[src/rtl/ceu_consts.svh]
// Constants of the exception unit: offsets, field positions, vectors,
// mode codes, reset values and entry timing counts.
// Assumes a 32-bit status word and a byte-addressed Wishbone slave.
`ifndef CEU_CONSTS_SVH
`define CEU_CONSTS_SVH
// Mode field codes
`define CEU_MODE_USR 5'h10
`define CEU_MODE_FIQ 5'h11
`define CEU_MODE_IRQ 5'h12
`define CEU_MODE_SVC 5'h13
`define CEU_MODE_ABT 5'h17
`define CEU_MODE_UND 5'h1B
// Status word field positions
`define CEU_PSR_I 7
`define CEU_PSR_F 6
`define CEU_PSR_T 5
// Status word after system reset: supervisor, both masks set
`define CEU_CSW_RST 32'h0000_00D3
// Vector table
`define CEU_VEC_RST 32'h0000_0000
`define CEU_VEC_UND 32'h0000_0004
`define CEU_VEC_TRAP 32'h0000_0008
`define CEU_VEC_PABORT 32'h0000_000C
`define CEU_VEC_DABORT 32'h0000_0010
`define CEU_VEC_RSVD 32'h0000_0014
`define CEU_VEC_IRQ 32'h0000_0018
`define CEU_VEC_FIQ 32'h0000_001C
// Link offsets and fetch step
`define CEU_OFS2 32'h0000_0002
`define CEU_OFS4 32'h0000_0004
`define CEU_OFS8 32'h0000_0008
// Bank index of a mode without saved registers
`define CEU_BANK_NONE 3'h7
// Register offsets
`define CEU_ADR_CSW 8'h00
`define CEU_ADR_SSW 8'h04
`define CEU_ADR_LINK 8'h08
`define CEU_ADR_EXIT 8'h0C
`define CEU_ADR_CAUSE 8'h10
// Entry times in processor cycles
`define CEU_T_EXC_CYC 2'h3
`define CEU_T_FIQ_CYC 2'h2
`define CEU_T_OTH_CYC 2'h2
`endif

[src/rtl/ceu_pkg.sv]
// Types shared by the exception unit.
// Assumes nothing of its surroundings.
package ceu_pkg;
  typedef enum logic [1:0] {
    CEU_ST_RUN = 2'h1,
    CEU_ST_ENTRY = 2'h2
  } ceu_state_t;
  typedef enum logic [6:0] {
    CEU_EX_RST = 7'h01,
    CEU_EX_DABORT = 7'h02,
    CEU_EX_FIQ = 7'h04,
    CEU_EX_IRQ = 7'h08,
    CEU_EX_PABORT = 7'h10,
    CEU_EX_UND = 7'h20,
    CEU_EX_TRAP = 7'h40
  } ceu_cause_t;
  typedef enum logic [2:0] {
    CEU_XF_SINGLE = 3'h1,
    CEU_XF_SWAP = 3'h2,
    CEU_XF_BLOCK = 3'h4
  } ceu_xfer_t;
endpackage

[src/rtl/ceu_exception_unit.sv]
// Exception unit of a 32-bit core: interrupt sync, abort tracking,
// priority, entry sequencing, banked link and saved status words.
// Assumes the core pulses INSN_END at each instruction end and obeys
// REG_WR_BLOCK and BASE_WB_EN; one clock, Wishbone classic slave.
//
// Notes on behaviour
// (RULE_01) Entry writes adjusted next-instruction address into entered mode's link.
// (RULE_02) Entry saves status word, forces mode, fetches from the vector.
// (RULE_03) Entry may set mask flags to stop uncontrolled nesting.
// (RULE_04) Entry from compressed state returns to full-width state.
// (RULE_05) Exit restores saved status, bringing back the state flag.
// (RULE_06) Full-width link is address plus 4, data abort plus 8.
// (RULE_07) Supervisor link saved by reset is meaningless.
// (RULE_08) Fast request is active low; sync select low adds synchroniser.
// (RULE_09) Fast request sampled at each instruction end while unmasked.
// (RULE_10) Normal interrupt ranks below fast; fast entry masks normal.
// (RULE_11) Mask flags change only in privileged modes.
// (RULE_12) Abort input is checked during memory access cycles.
// (RULE_13) Prefetch abort tags the instruction; taken only at pipeline head.
// (RULE_14) Aborted single transfer writes base back; swap acts unexecuted.
// (RULE_15) Aborted block transfer completes; later register overwrites blocked.
// (RULE_16) Fixed vector table with its entry modes.
// (RULE_17) Fixed priority: reset, data abort, fast, normal, prefetch, traps.
// (RULE_18) Data abort with fast interrupt: abort entry, then fast entry.
// (RULE_19) Sync at most 3 cycles; abort entry 3, fast entry 2.
// (RULE_20) While reset is low, fetch from incrementing word addresses.
// (RULE_21) Reset release copies program counter and status to supervisor bank.
// (RULE_22) Reset release: supervisor mode, masks set, state clear, fetch 0.
// (RULE_23) Sync select high samples the requests directly.
// (RULE_24) Reserved vector is never generated.
`timescale 1ns/1ps
`default_nettype none
`include "ceu_consts.svh"
module ceu_exception_unit
  import ceu_pkg::*;
(
  input wire logic REF_CLK,
  input wire logic RST_N,
  input wire logic WB_CYC_I,
  input wire logic WB_STB_I,
  input wire logic WB_WE_I,
  input wire logic [7:0] WB_ADR_I,
  input wire logic [3:0] WB_SEL_I,
  input wire logic [31:0] WB_DAT_I,
  output logic [31:0] WB_DAT_O,
  output logic WB_ACK_O,
  input wire logic RESET_LOW_IN,
  input wire logic FAST_REQUEST_LOW_IN,
  input wire logic NORMAL_REQUEST_LOW_IN,
  input wire logic INTERRUPT_SYNC_SELECT,
  input wire logic ABORT_IN,
  input wire logic MEM_CYCLE,
  input wire logic MEM_DATA,
  input wire logic FETCH_ADVANCE,
  input wire logic PIPE_FLUSH,
  input wire logic INSN_END,
  input wire logic [31:0] INSN_PC,
  input wire logic INSN_UNDEF,
  input wire logic INSN_TRAP,
  input wire logic [2:0] XFER_KIND,
  input wire logic XFER_WB,
  output logic [31:0] VECTOR_ADDR,
  output logic VECTOR_LOAD,
  output logic [31:0] FETCH_ADDR,
  output logic [31:0] CSW_OUT,
  output logic STATE_FLAG,
  output logic REG_WR_BLOCK,
  output logic BASE_WB_EN,
  output logic ENTRY_BUSY
);
  ceu_state_t state_reg;
  ceu_cause_t cause_reg, sel_cause;
  logic [1:0] cnt_reg;
  logic [31:0] csw_reg, lv_reg, sav_reg, wr_link, wr_sav;
  logic [31:0] link_mem [0:4];
  logic [31:0] saved_mem [0:4];
  logic fs1_reg, fs2_reg, fd_reg, ns1_reg, ns2_reg, nd_reg;
  logic fast_lvl, normal_lvl, fiq_ok, irq_ok;
  logic dabort_reg, fabt_reg, chain_reg, rst_seen_reg;
  logic [1:0] tag_reg;
  logic take, commit, rst_rel, wr_bank, wb_go, wb_wr;
  logic dabort_ev, fabt_ev, priv;
  logic [2:0] bank_sel, cur_bank;

  // Mode entered for each cause
  function automatic logic [4:0] mode_of(input ceu_cause_t c);
    case (c)
      CEU_EX_FIQ: mode_of = `CEU_MODE_FIQ;
      CEU_EX_IRQ: mode_of = `CEU_MODE_IRQ;
      CEU_EX_DABORT, CEU_EX_PABORT: mode_of = `CEU_MODE_ABT;
      CEU_EX_UND: mode_of = `CEU_MODE_UND;
      default: mode_of = `CEU_MODE_SVC;
    endcase
  endfunction

  // Vector for each cause; reserved slot has no cause
  function automatic logic [31:0] vec_of(input ceu_cause_t c);
    case (c)
      CEU_EX_DABORT: vec_of = `CEU_VEC_DABORT;
      CEU_EX_FIQ: vec_of = `CEU_VEC_FIQ;
      CEU_EX_IRQ: vec_of = `CEU_VEC_IRQ;
      CEU_EX_PABORT: vec_of = `CEU_VEC_PABORT;
      CEU_EX_UND: vec_of = `CEU_VEC_UND;
      CEU_EX_TRAP: vec_of = `CEU_VEC_TRAP;
      default: vec_of = `CEU_VEC_RST; // RULE_24
    endcase
  endfunction

  // Bank slot of a mode, none for user and system
  function automatic logic [2:0] bank_of(input logic [4:0] m);
    case (m)
      `CEU_MODE_FIQ: bank_of = 3'h0;
      `CEU_MODE_IRQ: bank_of = 3'h1;
      `CEU_MODE_SVC: bank_of = 3'h2;
      `CEU_MODE_ABT: bank_of = 3'h3;
      `CEU_MODE_UND: bank_of = 3'h4;
      default: bank_of = `CEU_BANK_NONE;
    endcase
  endfunction

  // Request synchronisers, two stages or one direct stage
  always_ff @(posedge REF_CLK) begin
    if (!RST_N) begin
      fs1_reg <= 1'b1;
      fs2_reg <= 1'b1;
      fd_reg <= 1'b1;
      ns1_reg <= 1'b1;
      ns2_reg <= 1'b1;
      nd_reg <= 1'b1;
    end else begin
      fs1_reg <= FAST_REQUEST_LOW_IN; // RULE_08
      fs2_reg <= fs1_reg;
      fd_reg <= FAST_REQUEST_LOW_IN; // RULE_23
      ns1_reg <= NORMAL_REQUEST_LOW_IN;
      ns2_reg <= ns1_reg;
      nd_reg <= NORMAL_REQUEST_LOW_IN;
    end
  end

  // Synchronised levels and mask gating
  assign fast_lvl = INTERRUPT_SYNC_SELECT ? fd_reg : fs2_reg; // RULE_23
  assign normal_lvl = INTERRUPT_SYNC_SELECT ? nd_reg : ns2_reg;
  assign fiq_ok = !fast_lvl && !csw_reg[`CEU_PSR_F]; // RULE_09
  assign irq_ok = !normal_lvl && !csw_reg[`CEU_PSR_I]; // RULE_10

  // Abort events seen only in memory cycles
  assign dabort_ev = ABORT_IN && MEM_CYCLE && MEM_DATA; // RULE_12
  assign fabt_ev = ABORT_IN && MEM_CYCLE && !MEM_DATA;

  // Pending data abort; a new abort beats the clear
  always_ff @(posedge REF_CLK) begin
    if (!RST_N || !RESET_LOW_IN) begin
      dabort_reg <= 1'b0;
    end else if (dabort_ev) begin
      dabort_reg <= 1'b1;
    end else if (take && sel_cause == CEU_EX_DABORT) begin
      dabort_reg <= 1'b0;
    end
  end

  // Prefetch abort tags; a vector load refills the pipe, so tags go
  always_ff @(posedge REF_CLK) begin
    if (!RST_N || !RESET_LOW_IN || PIPE_FLUSH || commit) begin
      fabt_reg <= 1'b0;
      tag_reg <= 2'h0;
    end else if (FETCH_ADVANCE) begin
      tag_reg <= {tag_reg[0], fabt_reg | fabt_ev}; // RULE_13
      fabt_reg <= 1'b0;
    end else if (fabt_ev) begin
      fabt_reg <= 1'b1;
    end
  end

  // Write suppression and base write-back after a data abort
  always_ff @(posedge REF_CLK) begin
    if (!RST_N || !RESET_LOW_IN) begin
      REG_WR_BLOCK <= 1'b0;
      BASE_WB_EN <= 1'b1;
    end else if (dabort_ev) begin
      REG_WR_BLOCK <= 1'b1; // RULE_15
      unique case (XFER_KIND)
        CEU_XF_SWAP: BASE_WB_EN <= 1'b0; // RULE_14
        CEU_XF_BLOCK: BASE_WB_EN <= XFER_WB; // RULE_15
        default: BASE_WB_EN <= 1'b1; // RULE_14
      endcase
    end else if (INSN_END) begin
      REG_WR_BLOCK <= 1'b0;
      BASE_WB_EN <= 1'b1;
    end
  end

  // Fixed priority pick among pending exceptions
  always_comb begin
    sel_cause = CEU_EX_TRAP; // RULE_17
    if (chain_reg || dabort_reg) begin
      sel_cause = chain_reg ? CEU_EX_FIQ : CEU_EX_DABORT; // RULE_18
    end else if (fiq_ok) begin
      sel_cause = CEU_EX_FIQ;
    end else if (irq_ok) begin
      sel_cause = CEU_EX_IRQ;
    end else if (tag_reg[1]) begin
      sel_cause = CEU_EX_PABORT; // RULE_13
    end else if (INSN_UNDEF) begin
      sel_cause = CEU_EX_UND;
    end
  end

  // Entry starts at instruction end, or right after an abort entry
  assign take = state_reg == CEU_ST_RUN && RESET_LOW_IN && !rst_seen_reg
    && ((INSN_END && (dabort_reg || fiq_ok || irq_ok || tag_reg[1]
    || INSN_UNDEF || INSN_TRAP)) || (chain_reg && fiq_ok)); // RULE_09
  assign commit = state_reg == CEU_ST_ENTRY && cnt_reg == 2'h0;
  assign rst_rel = RESET_LOW_IN && rst_seen_reg; // RULE_21

  // Entry sequencer
  always_ff @(posedge REF_CLK) begin
    if (!RST_N || !RESET_LOW_IN) begin
      state_reg <= CEU_ST_RUN;
      cause_reg <= CEU_EX_RST;
      cnt_reg <= 2'h0;
      lv_reg <= 32'h0000_0000;
      sav_reg <= 32'h0000_0000;
    end else begin
      unique case (state_reg)
        CEU_ST_RUN: begin
          if (take) begin
            state_reg <= CEU_ST_ENTRY;
            cause_reg <= sel_cause;
            sav_reg <= csw_reg; // RULE_02
            unique case (sel_cause)
              CEU_EX_DABORT: cnt_reg <= `CEU_T_EXC_CYC - 2'h1; // RULE_19
              CEU_EX_FIQ: cnt_reg <= `CEU_T_FIQ_CYC - 2'h1; // RULE_19
              default: cnt_reg <= `CEU_T_OTH_CYC - 2'h1;
            endcase
            if (chain_reg) begin
              lv_reg <= `CEU_VEC_DABORT + `CEU_OFS4; // RULE_18
            end else if (sel_cause == CEU_EX_DABORT) begin
              lv_reg <= INSN_PC + `CEU_OFS8; // RULE_06
            end else if (csw_reg[`CEU_PSR_T]
                && (sel_cause == CEU_EX_UND || sel_cause == CEU_EX_TRAP)) begin
              lv_reg <= INSN_PC + `CEU_OFS2;
            end else begin
              lv_reg <= INSN_PC + `CEU_OFS4; // RULE_01
            end
          end
        end
        CEU_ST_ENTRY: begin
          if (commit) begin
            state_reg <= CEU_ST_RUN;
          end else begin
            cnt_reg <= cnt_reg - 2'h1;
          end
        end
      endcase
    end
  end

  // Reset tracking and the abort-then-fast chain flag
  always_ff @(posedge REF_CLK) begin
    if (!RST_N || !RESET_LOW_IN) begin
      rst_seen_reg <= 1'b1;
      chain_reg <= 1'b0;
    end else begin
      rst_seen_reg <= 1'b0;
      chain_reg <= commit && cause_reg == CEU_EX_DABORT; // RULE_18
    end
  end

  // Bank write data; reset release stores whatever is present
  assign wr_bank = commit || rst_rel;
  assign bank_sel = rst_rel ? 3'h2 : bank_of(mode_of(cause_reg));
  assign wr_link = rst_rel ? INSN_PC : lv_reg; // RULE_07
  assign wr_sav = rst_rel ? csw_reg : sav_reg; // RULE_21

  // Banked link and saved status words, one slot per banked mode
  genvar b;
  generate
    for (b = 0; b < 5; b++) begin : g_bank
      always_ff @(posedge REF_CLK) begin
        if (!RST_N) begin
          link_mem[b] <= 32'h0000_0000;
          saved_mem[b] <= 32'h0000_0000;
        end else if (wr_bank && bank_sel == 3'(b)) begin
          link_mem[b] <= wr_link; // RULE_01
          saved_mem[b] <= wr_sav; // RULE_02
        end
      end
    end
  endgenerate

  // Bus decode
  assign cur_bank = bank_of(csw_reg[4:0]);
  assign priv = csw_reg[4:0] != `CEU_MODE_USR;
  assign wb_go = WB_CYC_I && WB_STB_I && !WB_ACK_O;
  assign wb_wr = wb_go && WB_WE_I;

  // Current status word: reset, entry, exit, software write
  always_ff @(posedge REF_CLK) begin
    if (!RST_N) begin
      csw_reg <= `CEU_CSW_RST;
    end else if (rst_rel) begin
      csw_reg[4:0] <= `CEU_MODE_SVC; // RULE_22
      csw_reg[`CEU_PSR_I] <= 1'b1;
      csw_reg[`CEU_PSR_F] <= 1'b1;
      csw_reg[`CEU_PSR_T] <= 1'b0;
    end else if (commit) begin
      csw_reg[4:0] <= mode_of(cause_reg); // RULE_02
      csw_reg[`CEU_PSR_T] <= 1'b0; // RULE_04
      csw_reg[`CEU_PSR_I] <= 1'b1; // RULE_03
      if (cause_reg == CEU_EX_FIQ) begin
        csw_reg[`CEU_PSR_F] <= 1'b1; // RULE_10
      end
    end else if (wb_wr && WB_ADR_I == `CEU_ADR_EXIT
        && cur_bank != `CEU_BANK_NONE) begin
      csw_reg <= saved_mem[cur_bank]; // RULE_05
    end else if (wb_wr && WB_ADR_I == `CEU_ADR_CSW) begin
      if (WB_SEL_I[3]) begin
        csw_reg[31:28] <= WB_DAT_I[31:28];
      end
      if (WB_SEL_I[0] && priv) begin
        csw_reg[7:6] <= WB_DAT_I[7:6]; // RULE_11
        csw_reg[4:0] <= WB_DAT_I[4:0];
      end
    end
  end

  // Vector load, vector address and reset fetch counter
  always_ff @(posedge REF_CLK) begin
    if (!RST_N) begin
      VECTOR_ADDR <= `CEU_VEC_RST;
      VECTOR_LOAD <= 1'b0;
      FETCH_ADDR <= `CEU_VEC_RST;
    end else if (!RESET_LOW_IN) begin
      VECTOR_LOAD <= 1'b0;
      FETCH_ADDR <= FETCH_ADDR + `CEU_OFS4; // RULE_20
    end else if (rst_rel) begin
      VECTOR_ADDR <= `CEU_VEC_RST; // RULE_22
      VECTOR_LOAD <= 1'b1;
      FETCH_ADDR <= `CEU_VEC_RST;
    end else begin
      VECTOR_LOAD <= commit;
      if (commit) begin
        VECTOR_ADDR <= vec_of(cause_reg); // RULE_16
        FETCH_ADDR <= vec_of(cause_reg);
      end
    end
  end

  // Mirror of the status word and entry activity
  always_ff @(posedge REF_CLK) begin
    if (!RST_N) begin
      CSW_OUT <= `CEU_CSW_RST;
      STATE_FLAG <= 1'b0;
      ENTRY_BUSY <= 1'b0;
    end else begin
      CSW_OUT <= csw_reg;
      STATE_FLAG <= csw_reg[`CEU_PSR_T];
      ENTRY_BUSY <= take || (state_reg == CEU_ST_ENTRY && !commit);
    end
  end

  // Wishbone answer one cycle after the strobe, zero when unmapped
  always_ff @(posedge REF_CLK) begin
    if (!RST_N) begin
      WB_ACK_O <= 1'b0;
      WB_DAT_O <= 32'h0000_0000;
    end else begin
      WB_ACK_O <= wb_go;
      WB_DAT_O <= 32'h0000_0000;
      if (wb_go && !WB_WE_I) begin
        case (WB_ADR_I)
          `CEU_ADR_CSW: WB_DAT_O <= csw_reg;
          `CEU_ADR_SSW: WB_DAT_O <= (cur_bank == `CEU_BANK_NONE)
            ? 32'h0000_0000 : saved_mem[cur_bank];
          `CEU_ADR_LINK: WB_DAT_O <= (cur_bank == `CEU_BANK_NONE)
            ? 32'h0000_0000 : link_mem[cur_bank];
          `CEU_ADR_CAUSE: WB_DAT_O <= {25'h000_0000, cause_reg};
          default: WB_DAT_O <= 32'h0000_0000;
        endcase
      end
    end
  end
endmodule
`default_nettype wire

[config.mk]
export PLATFORM = sky130hd
export DESIGN_NAME = ceu_exception_unit
export DESIGN_NICKNAME = d
export VERILOG_FILES = /design/src/rtl/ceu_pkg.sv /design/src/rtl/ceu_exception_unit.sv
export VERILOG_INCLUDE_DIRS = /design/src /design/src/rtl
export SDC_FILE = /design/constraint.sdc
export NUM_CORES = 1
export LEC_CHECK = 0
export BUFFER_PORTS_ARGS = -buffer_cell sky130_fd_sc_hd__buf_2
export CORE_MARGIN = 5
export CORE_UTILIZATION = 41
export CTS_BUF_LIST = sky130_fd_sc_hd__clkbuf_4
export CTS_CLUSTER_SIZE = 24
export DETAILED_ROUTE_END_ITERATION = 6
export PLACE_DENSITY_LB_ADDON = 0.12
export SLEW_MARGIN = 10
export SYNTH_ARGS = -nofsm -noshare
export SYNTH_HDL_FRONTEND = slang
export SYNTH_SLANG_ARGS = --single-unit
[constraint.sdc]
create_clock -name REF_CLK -period 9.21 [get_ports REF_CLK]
set_input_delay 1.3815 -clock REF_CLK [delete_from_list [all_inputs] [get_ports REF_CLK]]
set_output_delay 1.3815 -clock REF_CLK [all_outputs]
set_load 0.01 [all_outputs]
Word-level counts from Yosys, hierarchy flattened

Memories as Yosys holds them, arrays and structs flattened.
Index checks and enable logic that the tools add are counted.

$add $sub $neg: 5
Equality and inequality tests: 39
Muxes and demuxes: 78
Bitwise gates (word level): 14
Reductions and logical operators: 79

Operators with widths:

| kind                  | count |
|---|---|
| $mux 32               | 20 |
| $pmux 32 s4           | 1 |
| $add 32x3->32 const B | 2 |
| $eq 5x5->1 const B    | 10 |
| $mux 7                | 6 |
| $add 32x2->32 const B | 1 |
| $add 32x4->32 const B | 1 |
| $pmux 3 s5            | 2 |
| $pmux 5 s6            | 1 |
| $logic_and 1x1->1     | 29 |
| $mux 1                | 28 |
| $eq 8x4->1 const B    | 2 |
| $mux 2                | 8 |
| $pmux 4 s4            | 1 |
| $reduce_and 2->1      | 8 |
| $mux 5                | 3 |
| $eq 7x2->1 const B    | 2 |
| $eq 7x6->1 const B    | 2 |
| $eq 7x7->1 const B    | 2 |
| $logic_or 1x1->1      | 13 |
| $mux 4                | 3 |
| $reduce_bool 2->1     | 6 |
| $logic_not 1->1       | 11 |
| $or 1x1->1            | 11 |
| other kinds (28)      | 42 |

Flip-flop bits (word level): 251
RAM bits: 320
Bits of input ports: 97
Output and inout port bits: 134
Memories kept: 2

Memory list:

| name      | words | width | read ports | clocked after memory_dff | wr ports | line                     | source |
|---|---|---|---|---|---|---|---|
| link_mem  | 5     | 32    | 1          | 0                        | 5        | ceu_exception_unit.sv:75 | `logic [31:0] link_mem [0:4];` |
| saved_mem | 5     | 32    | 1          | 0                        | 5        | ceu_exception_unit.sv:76 | `logic [31:0] saved_mem [0:4];` |

Depth between registers and ports, before layout

Gate-level depths: netlist of run 1.

Depth after elaboration: 14
Mapped depth: 11
Depth with buffers taken out: 8

Worst setup path after synthesis of run 1

No wires, ideal clock.

Kind: input to register
Start: in RESET_LOW_IN
End: mem link_mem[4][0] (enable)
Library setup time: 0.574 ns
Data arrival time: 6.773 ns
Data required time: 8.636 ns
Path slack: 1.863 ns
Stages: 5
Path buffers: 2
Cells stage by stage: buf_2 nand2_1 clkbuf_1 nand2_1 o21ai_0

RTL lines:

| what               | line                     | source |
|---|---|---|
| start: declaration | ceu_exception_unit.sv:47 | `input wire logic RESET_LOW_IN,` |
| end: declaration   | ceu_exception_unit.sv:75 |  |

==> results of run 1 <==
cell families after synthesis:
group / Yosys count
AOI/OAI and AO/OA: 424
other: 1
buffers and inverters: 209
adders and majority gates: 5
xor gates and xnor gates: 40
DFF: 539
muxes: 97
and+or+nand+nor: 999
layer usage:
metal,vias to the layer above,global-route usage [%],part of all wire (%)
met5,-,0,0
li1,8796,-,-
met2,682,38.17,48
met1,9195,31.44,43
met3,122,5.659,6.9
met4,0,6.658,2.2
power breakdown:
group | total [W] | leakage, nW | internal (W) | switching, W
combinational | 0.000238 | 3.83 | 0.0000652 | 0.000173
clock | 0.00225 | 1.18 | 0.00121 | 0.00104
sequential | 0.00262 | 5.11 | 0.00261 | 0.0000186
total | 0.00511 | 10.1 | 0.00388 | 0.00123
cells in the mapped netlist (4+ instances only):
master     instances
nand3b_1           5
a22o_1            20
a31oi_1            6
o221ai_1          11
nand2_1          273
nand3_1           85
mux2i_1           87
and4b_1            5
a211oi_1           7
buf_4             35
a2bb2oi_1          5
a221oi_1          25
a22oi_1           30
and4_1             6
a21oi_1          141
nor4b_1            8
clkbuf_1          85
edfxtp_1         320
or4_1              4
ha_1               5
nor4_1            20
inv_1             22
nor2_1           414
o2111ai_1          6
xnor2_1           33
buf_2             57
or2_2             12
nand4b_1           4
o211ai_1          42
or3_1             15
o31ai_1            6
nand2b_1          21
nor2b_1            6
o2bb2ai_1         28
nand4_1           22
mux2_2            10
nor3_1            34
buf_1              8
xor2_1             7
dfxtp_1          219
o21ai_0           56
a21o_1             4
nor3b_1            7
and3_1            13
and2_1            36
critical path, stage by stage (launching register included):
cell and delay [ns]:
dfxtp_1 0.33, inv_1 0.06, ha_1 0.23, nand3b_1 0.49, a31oi_1 0.54, nor2b_1 0.28
o21ai_0 0.28, o21ai_4 0.87, buf_4 0.72
per-stage QoR:
step	setup WS [ns]	cell area [um2]
finish	4.981	27140
global route	4.758	27140
CTS	5.039	27140
detailed placement	4.977	25160
global placement	4.984	25160
floorplan	1.863	23850
area by class of cell:
class                      instances  share of cell area [%]
antenna                            2                 0.01844
inverter                          22                  0.3042
clock inverter                    42                  0.8205
timing repair buffer             215                   4.324
sequential                       539                   51.55
tap                              765                   3.526
multi-input combinational       1596                   32.98
clock buffer                     234                   6.472
path summary, 6_finish.rpt:
kind	startpoint	end	slack, ns	cells after the start
max	cnt_reg[0]$_SDFFE_PN0P_	link_mem[3][13]$_SDFFCE_PN0P_	4.98	8
min	nd_reg$_SDFF_PN1_	ns2_reg$_SDFF_PN1_	0.45	1
max reg2reg	cnt_reg[0]$_SDFFE_PN0P_	link_mem[3][13]$_SDFFCE_PN0P_	4.98	8
min reg2reg	nd_reg$_SDFF_PN1_	ns2_reg$_SDFF_PN1_	0.45	1
==> qor.txt, run 1 <==
PD cells: 188.3 nW/um2
Nets: 2626
detailed placement HPWL: 46.21 mm
die area: 62820 um2
Synth Area in XOR/XNOR: 1.476%
Tmin final: 4.229 ns
Tot Pwr: 0.005110 W
post-layout util: 47.23%
Final Wtd Congestion: 0.8536
CTS tree: yes
CTS root buffer: clkbuf_4
die width: 250.6 um
post-synthesis mux area share: 4.143%
final antenna-violating net count: 0
worst skew pair latency: 0.98 ns
RSZ-0062 raised after global routing: no
crit path DAT: 4.80 ns
Syn Area/Cell: 10.26 um2
area occupied by multi-input gates: 8952 um2
Crit. End Element: flip-flop
Max Fclk: 236.5 MHz
clk sink count: 539
Post-synth ARST share: 0%
most frequent cells in the layout: nor2_1, edfxtp_1, nand2_1
# port buffers: 176
Synth Area in Simple Gates: 18.95%
sequential cell area: 13990 um2
Synth Instances: 2314
synth top area cells: edfxtp_1, dfxtp_1, nor2_1
class of the tightest hold or removal check: reg2reg
WL/cell: 22.02 um
Fin Hold WS: 0.4479 ns
Die Span Y: 250.6 um
vias in the first global route: 18532
largest family of logic cells by synthesized area: simple AND/OR/NAND/NOR gates
area leader, netlist: edfxtp_1
fin. max-slew vios: 0
most common cell after layout, fill and taps aside: nor2_1
vias per cell: 5.504
Synth Area in Compound Gates: 11.98%
adder and majority cell fraction of the synthesized area: 0.2635%
global-route wire length before repair: 113.8 mm
CTS Hold Buffers Added: 0
YS warnings: 0
Synth-to-Final Area Change: 14.34%
Leak: 10.12 nW
Max Root-Sink Buffers: 3
Slew headroom: 22.45%
final setup fails: 0
Initial Utilization: 41.31%
crit path kind: reg2reg
dpl cells: 3137
Main synth FF type: edfxtp_1
CTS-repair resized insts: 0
EDFF count, synth: 320
Post-Route Skew: 0.05994 ns
fillers: 5531
fin crit share: 45.91%
Core ar.: 57480 um2
drt pass-1 iters: 6
Iteration-0 DRC Markers: 1753
Regs by FF count: link_mem (160), saved_mem (160)
GRT Total Usage: 23.45%
setup repair bufs after CTS: 0
Final Hold Violating Endpoints: 0
register clock-pin slew on the reported worst setup and hold paths: 0.06 ns
status: complete, no violations
I/O Pins: 231
H-tree Lvls: 4
flops & latches, synth: 539
Cell variety after synth: 75
wirelength, routed: 75.21 mm
grt total ovfl: 0
# DRC: 0
setup_tns: 0 ns
share of the synthesized area in the top cell type: 40.48%
Num CTS Buffers: 150
Seq/Total Area, Yosys: 58.94%
Cell Count, Final, Fillers Out: 3415
initial antenna violation count: 1
CP Data Required Time: 9.79 ns
via count: 18795
largest net degree at the start of global routing: 76
max cap viols: 0
CP Launch Type: flip-flop
share of post-route cells with drive strength above 1: 19.22%
Mapped Area: 23740 um2
peak supply drop: 118.0 uV
worst slew pin tran: 1.159 ns
# rows: 88
Max FO, Critical Path: 41
Power figures use the tool's default switching activity.
==> run 2: changes to the inputs <==
clock period = 3.5 ns   (was 9.21 ns; I/O delays follow)
==> qor.txt, run 2 (same netlist as run 1, synthesis figures left out) <==
status: complete, no violations
critical path's top delay family: simple AND/OR/NAND/NOR gates
CP Buf/Inv Count: 1
most frequent cells in the layout: nor2_1, edfxtp_1, nand2_1
hold depth: 4
GRT Total Usage: 23.92%
# rows: 88
fin crit share: 86.54%
worst-path cell chain: nor2_1 -> o31a_1 -> nor4_1 -> xnor2_1 -> dlygate4sd3_1 -> o2bb2ai_1
Final Wtd Congestion: 0.8717
detailed placement HPWL: 48.25 mm
Die Span Y: 250.6 um
met1 Use GR: 32.44%
largest net degree at the start of global routing: 75
fillers: 5415
Initial Utilization: 41.31%
CTS root buffer: clkbuf_4
max cap viols: 0
hold path start: INTERRUPT_SYNC_SELECT
vias per cell: 5.489
dpl cells: 3178
clk sink count: 539
die area: 62820 um2
Max Fclk: 330.2 MHz
register clock-pin slew on the reported worst setup and hold paths: 0.07 ns
H-tree Lvls: 4
RSZ-0062 raised after global routing: no
crit path kind: reg2reg
Crit. End Element: flip-flop
share of post-route cells with drive strength above 1: 20.30%
post-route design area: 28380 um2
worst slew pin tran: 1.142 ns
I/O Pins: 231
FF-to-FF setup slack: 0.47 ns
Post-Route Skew: 0.07033 ns
drt pass-1 iters: 6
Num CTS Buffers: 149
Core ar.: 57480 um2
CP max stage cell: dfxtp_1
Regs by FF count: link_mem (160), saved_mem (160)
class of the tightest hold or removal check: in2reg
R2R depth: 6
Slew headroom: 23.88%
final antenna-violating net count: 0
fin. max-slew vios: 0
Crit path largest cell delay: 0.71 ns
GR Util met3: 5.711%
Iteration-0 DRC Markers: 1640
CTS-repair resized insts: 0
wirelength, routed: 76.50 mm
crit path DAT: 3.82 ns
PD cells: 478.2 nW/um2
CP Launch Type: flip-flop
Tmin final: 3.029 ns
Reg-to-Reg End: lv_reg[17]$_SDFFE_PN0P_
global-route wire length before repair: 115.8 mm
Nets: 2739
Leak: 10.71 nW
CTS tree: yes
layer with the highest usage: met2
WL/cell: 21.70 um
die width: 250.6 um
initial antenna violation count: 1
final setup fails: 0
Max FO, Critical Path: 14
grt total ovfl: 0
# DRC: 0
via count: 19349
FF-to-FF Start: csw_reg[7]$_SDFFE_PP1P_
worst skew pair latency: 0.98 ns
vias in the first global route: 18938
Cell Count, Final, Fillers Out: 3525
# port buffers: 176
M2 GR Usage: 38.06%
peak supply drop: 232.1 uV
most common cell after layout, fill and taps aside: nor2_1
Max Root-Sink Buffers: 3
placed instance area: 25630 um2
hold endpoint: cause_reg[3]$_SDFFE_PN0P_
CP Data Required Time: 4.29 ns
Synth-to-Final Area Change: 19.55%
Final Hold Violating Endpoints: 0
[run 2: cell count changes in the layout (fill, tap and decap cells not counted), moves of 2 or more]
| cell | previous run | this run |
|---|---|---|
| dlygate4sd3_1 | 0 | 73 |
| buf_4 | 39 | 67 |
| buf_12 | 0 | 13 |
| clkinv_1 | 30 | 18 |
| clkinv_4 | 0 | 5 |
| clkbuf_4 | 234 | 237 |
| clkinvlp_4 | 2 | 4 |
[run 2: worst max path at each step]
stage,from,to,slack (ns),cells past startpoint
final,csw_reg[7]$_SDFFE_PP1P_,lv_reg[17]$_SDFFE_PN0P_,0.47,6
after detailed placement,RESET_LOW_IN,lv_reg[17]$_SDFFE_PN0P_,0.62,6
after global routing,csw_reg[5]$_SDFFE_PP0N_,lv_reg[9]$_SDFFE_PN0P_,0.44,7
after CTS,csw_reg[7]$_SDFFE_PP1P_,lv_reg[17]$_SDFFE_PN0P_,0.58,6
after global placement,csw_reg[4]$_SDFFE_PP1P_,WB_DAT_O[31]$_SDFF_PN0_,0.71,7
after floorplan,RESET_LOW_IN,link_mem[0][0]$_SDFFCE_PN0P_,-0.15,5
[run 2: what timing repair did]
item | in CTS | in global routing
hold buffers | 73 | 0
endpoints found under the hold margin | 92 | 0
setup buffers | 0 | 0
[run 2: report_power, final]
| part | total (W) | internal [W] | switching [W] | leakage, nW |
|---|---|---|---|---|
| clock | 0.00594 | 0.00323 | 0.00271 | 1.20 |
| combinational | 0.000725 | 0.000246 | 0.000479 | 4.40 |
| sequential | 0.00690 | 0.00686 | 0.0000478 | 5.11 |
[run 2: worst register-to-register path: cells and delay by family (launching register included)]
family / cells / cell delay [ns]
buf+inv: 1 / 0.57
simple gates: 2 / 0.77
flops: 1 / 0.71
compound gates: 2 / 0.65
xor+xnor: 1 / 0.17
[run 2: final cells by class]
cell class / count / area (um2) / share of cell area, %
sequential: 539 / 13990 / 49.31
multi-input combinational: 1596 / 8955 / 31.55
timing repair buffer: 329 / 2375 / 8.367
clock buffer: 237 / 1779 / 6.269
tap: 765 / 957.2 / 3.373
clock inverter: 36 / 236.5 / 0.8332
inverter: 22 / 82.58 / 0.2910
antenna: 1 / 2.502 / 0.008817
[run 2: metrics by stage]
step	util (%)	setup WS (ns)	power, W	TNS [ns]	hold WS, ns
finish	49.38	0.4712	0.01357	0	0.1575
CTS	49.38	0.5793	0.01373	0	0.01983
global route	49.38	0.4400	0.01420	0	0.05057
global placement	44.60	0.7111	0.007687	0	0.4193
floorplan	-	-0.1464	0.007421	-9.370	0.4048
detailed placement	44.60	0.6244	0.007697	0	0.4315
[run 2: layer usage]
layer | vias to the layer above | part of all wire (%)
met1 | 9428 | 43
met4 | 0 | 2.5
met2 | 780 | 47
met5 | - | 0
li1 | 9013 | -
met3 | 128 | 7.7
==> run 3: changes to the inputs <==
CELL_PAD_IN_SITES_DETAIL_PLACEMENT = 1   (was default)
CELL_PAD_IN_SITES_GLOBAL_PLACEMENT = 1   (was default)
==> qor.txt, run 3 (same netlist as run 1, synthesis figures left out) <==
FF-to-FF Start: csw_reg[4]$_SDFFE_PP1P_
Initial Utilization: 41.31%
detailed placement HPWL: 51.71 mm
hold depth: 4
max cap viols: 0
final setup fails: 0
Cell Count, Final, Fillers Out: 3533
PD cells: 479.9 nW/um2
H-tree Lvls: 4
hold endpoint: cause_reg[3]$_SDFFE_PN0P_
Regs by FF count: link_mem (160), saved_mem (160)
vias per cell: 5.547
# port buffers: 176
vias in the first global route: 20507
fin. max-slew vios: 0
grt total ovfl: 0
drt pass-1 iters: 5
clock power share: 44.0%
Crit. End Element: flip-flop
WL/cell: 23.08 um
Tmin final: 3.326 ns
worst slew pin tran: 1.103 ns
register clock-pin slew on the reported worst setup and hold paths: 0.07 ns
die width: 250.6 um
hold path start: INTERRUPT_SYNC_SELECT
Sw Ratio: 24.02%
Max FO, Critical Path: 10
Core ar.: 57480 um2
Post-Route Skew: 0.05260 ns
# rows: 88
most frequent cells in the layout: nor2_1, edfxtp_1, nand2_1
Reg-to-Reg End: csw_reg[1]$_SDFFE_PP1P_
fillers: 6491
Synth-to-Final Area Change: 19.89%
final antenna-violating net count: 0
status: complete, no violations
CP Launch Type: flip-flop
Iteration-0 DRC Markers: 1358
dpl cells: 3183
sequential cell area: 13990 um2
Max Fclk: 300.7 MHz
die area: 62820 um2
peak supply drop: 326.6 uV
FF-to-FF setup slack: 0.17 ns
setup_tns: 0 ns
CP Data Required Time: 4.32 ns
class of the tightest hold or removal check: in2reg
GRT Total Usage: 25.29%
combinational power share: 5.4%
R2R depth: 7
area occupied by multi-input gates: 8952 um2
largest net degree at the start of global routing: 66
Final Hold Violating Endpoints: 0
initial antenna violation count: 3
RSZ-0062 raised after global routing: no
worst skew pair latency: 0.98 ns
most common cell after layout, fill and taps aside: nor2_1
Final Wtd Congestion: 0.8598
crit path DAT: 4.14 ns
wirelength, routed: 81.55 mm
setup repair bufs after CTS: 0
Reg power frac: 50.6%
CTS tree: yes
fin crit share: 95.02%
via count: 19596
Die Span Y: 250.6 um
Num CTS Buffers: 149
share of post-route cells with drive strength above 1: 20.36%
I/O Pins: 231
clk sink count: 539
CTS root buffer: clkbuf_4
Slew headroom: 26.48%
global-route wire length before repair: 122.8 mm
# DRC: 0
crit path kind: reg2reg
Nets: 2744
Tot Pwr: 0.01366 W
Leak: 10.75 nW
switching pwr: 0.003281 W
Max Root-Sink Buffers: 3
Internal Power: 0.01038 W
-- run 3: worst max-delay path by stage --
stage / to / slack (ns) / startpoint
after global routing: csw_reg[1]$_SDFFE_PP1P_ / 0.08 / csw_reg[4]$_SDFFE_PP1P_
after detailed placement: WB_DAT_O[20]$_SDFF_PN0_ / 0.58 / csw_reg[1]$_SDFFE_PP1P_
after floorplan: link_mem[0][0]$_SDFFCE_PN0P_ / -0.15 / RESET_LOW_IN
after CTS: csw_reg[1]$_SDFFE_PP1P_ / 0.04 / csw_reg[1]$_SDFFE_PP1P_
final: csw_reg[1]$_SDFFE_PP1P_ / 0.17 / csw_reg[4]$_SDFFE_PP1P_
after global placement: WB_DAT_O[22]$_SDFF_PN0_ / 0.66 / csw_reg[1]$_SDFFE_PP1P_
-- run 3: cell type report --
type                       count  area share [%]
timing repair buffer         334           8.651
sequential                   539           49.17
clock buffer                 242           6.383
tap                          765           3.363
inverter                      22          0.2901
clock inverter                32          0.6638
multi-input combinational   1596           31.45
antenna                        3         0.02638
-- run 3: repair_timing --
action | CTS | global route
endpoints found under the setup margin | 0 | 1
hold endpoints to repair | 95 | 0
gates resized for setup | 0 | 1
hold buffers | 73 | 0
-- run 3: per-layer routing --
metal | up-vias | track usage (%) | wire, um
met5 | - | 0 | 0
met4 | 0 | 7.734 | 1767
met3 | 115 | 6.033 | 5204
met2 | 573 | 42.12 | 39410
met1 | 9905 | 32.87 | 35170
li1 | 9003 | - | -
-- run 3: power by group through the flow --
stage                     Combinational (W)  Clock [W]  Sequential (W)
after global placement             0.000666          0         0.00703
after CTS                          0.000738    0.00617         0.00691
final                              0.000743    0.00601         0.00691
after floorplan                    0.000387          0         0.00703
after detailed placement           0.000677          0         0.00704
after global routing               0.000792    0.00655         0.00691
-- run 3: worst max-delay path, stage by stage, from the launching register on --
cell           delay, ns
dfxtp_1             0.58
nand2b_1            0.43
o41ai_1             0.71
nor2_1              0.30
a21oi_1             0.25
o21ai_1             0.09
a221o_1             0.31
dlygate4sd3_1       0.54
-- run 3: metrics by stage --
step | worst slack, ns | hold slack (ns) | area [um2] | util (%)
floorplan | -0.1464 | 0.4048 | 23880 | -
global placement | 0.6606 | 0.4187 | 25720 | 44.74
detailed placement | 0.5781 | 0.4293 | 25720 | 44.74
CTS | 0.04093 | 0.008788 | 28450 | 49.51
global route | 0.08173 | 0.1008 | 28460 | 49.52
finish | 0.1743 | 0.1383 | 28460 | 49.52
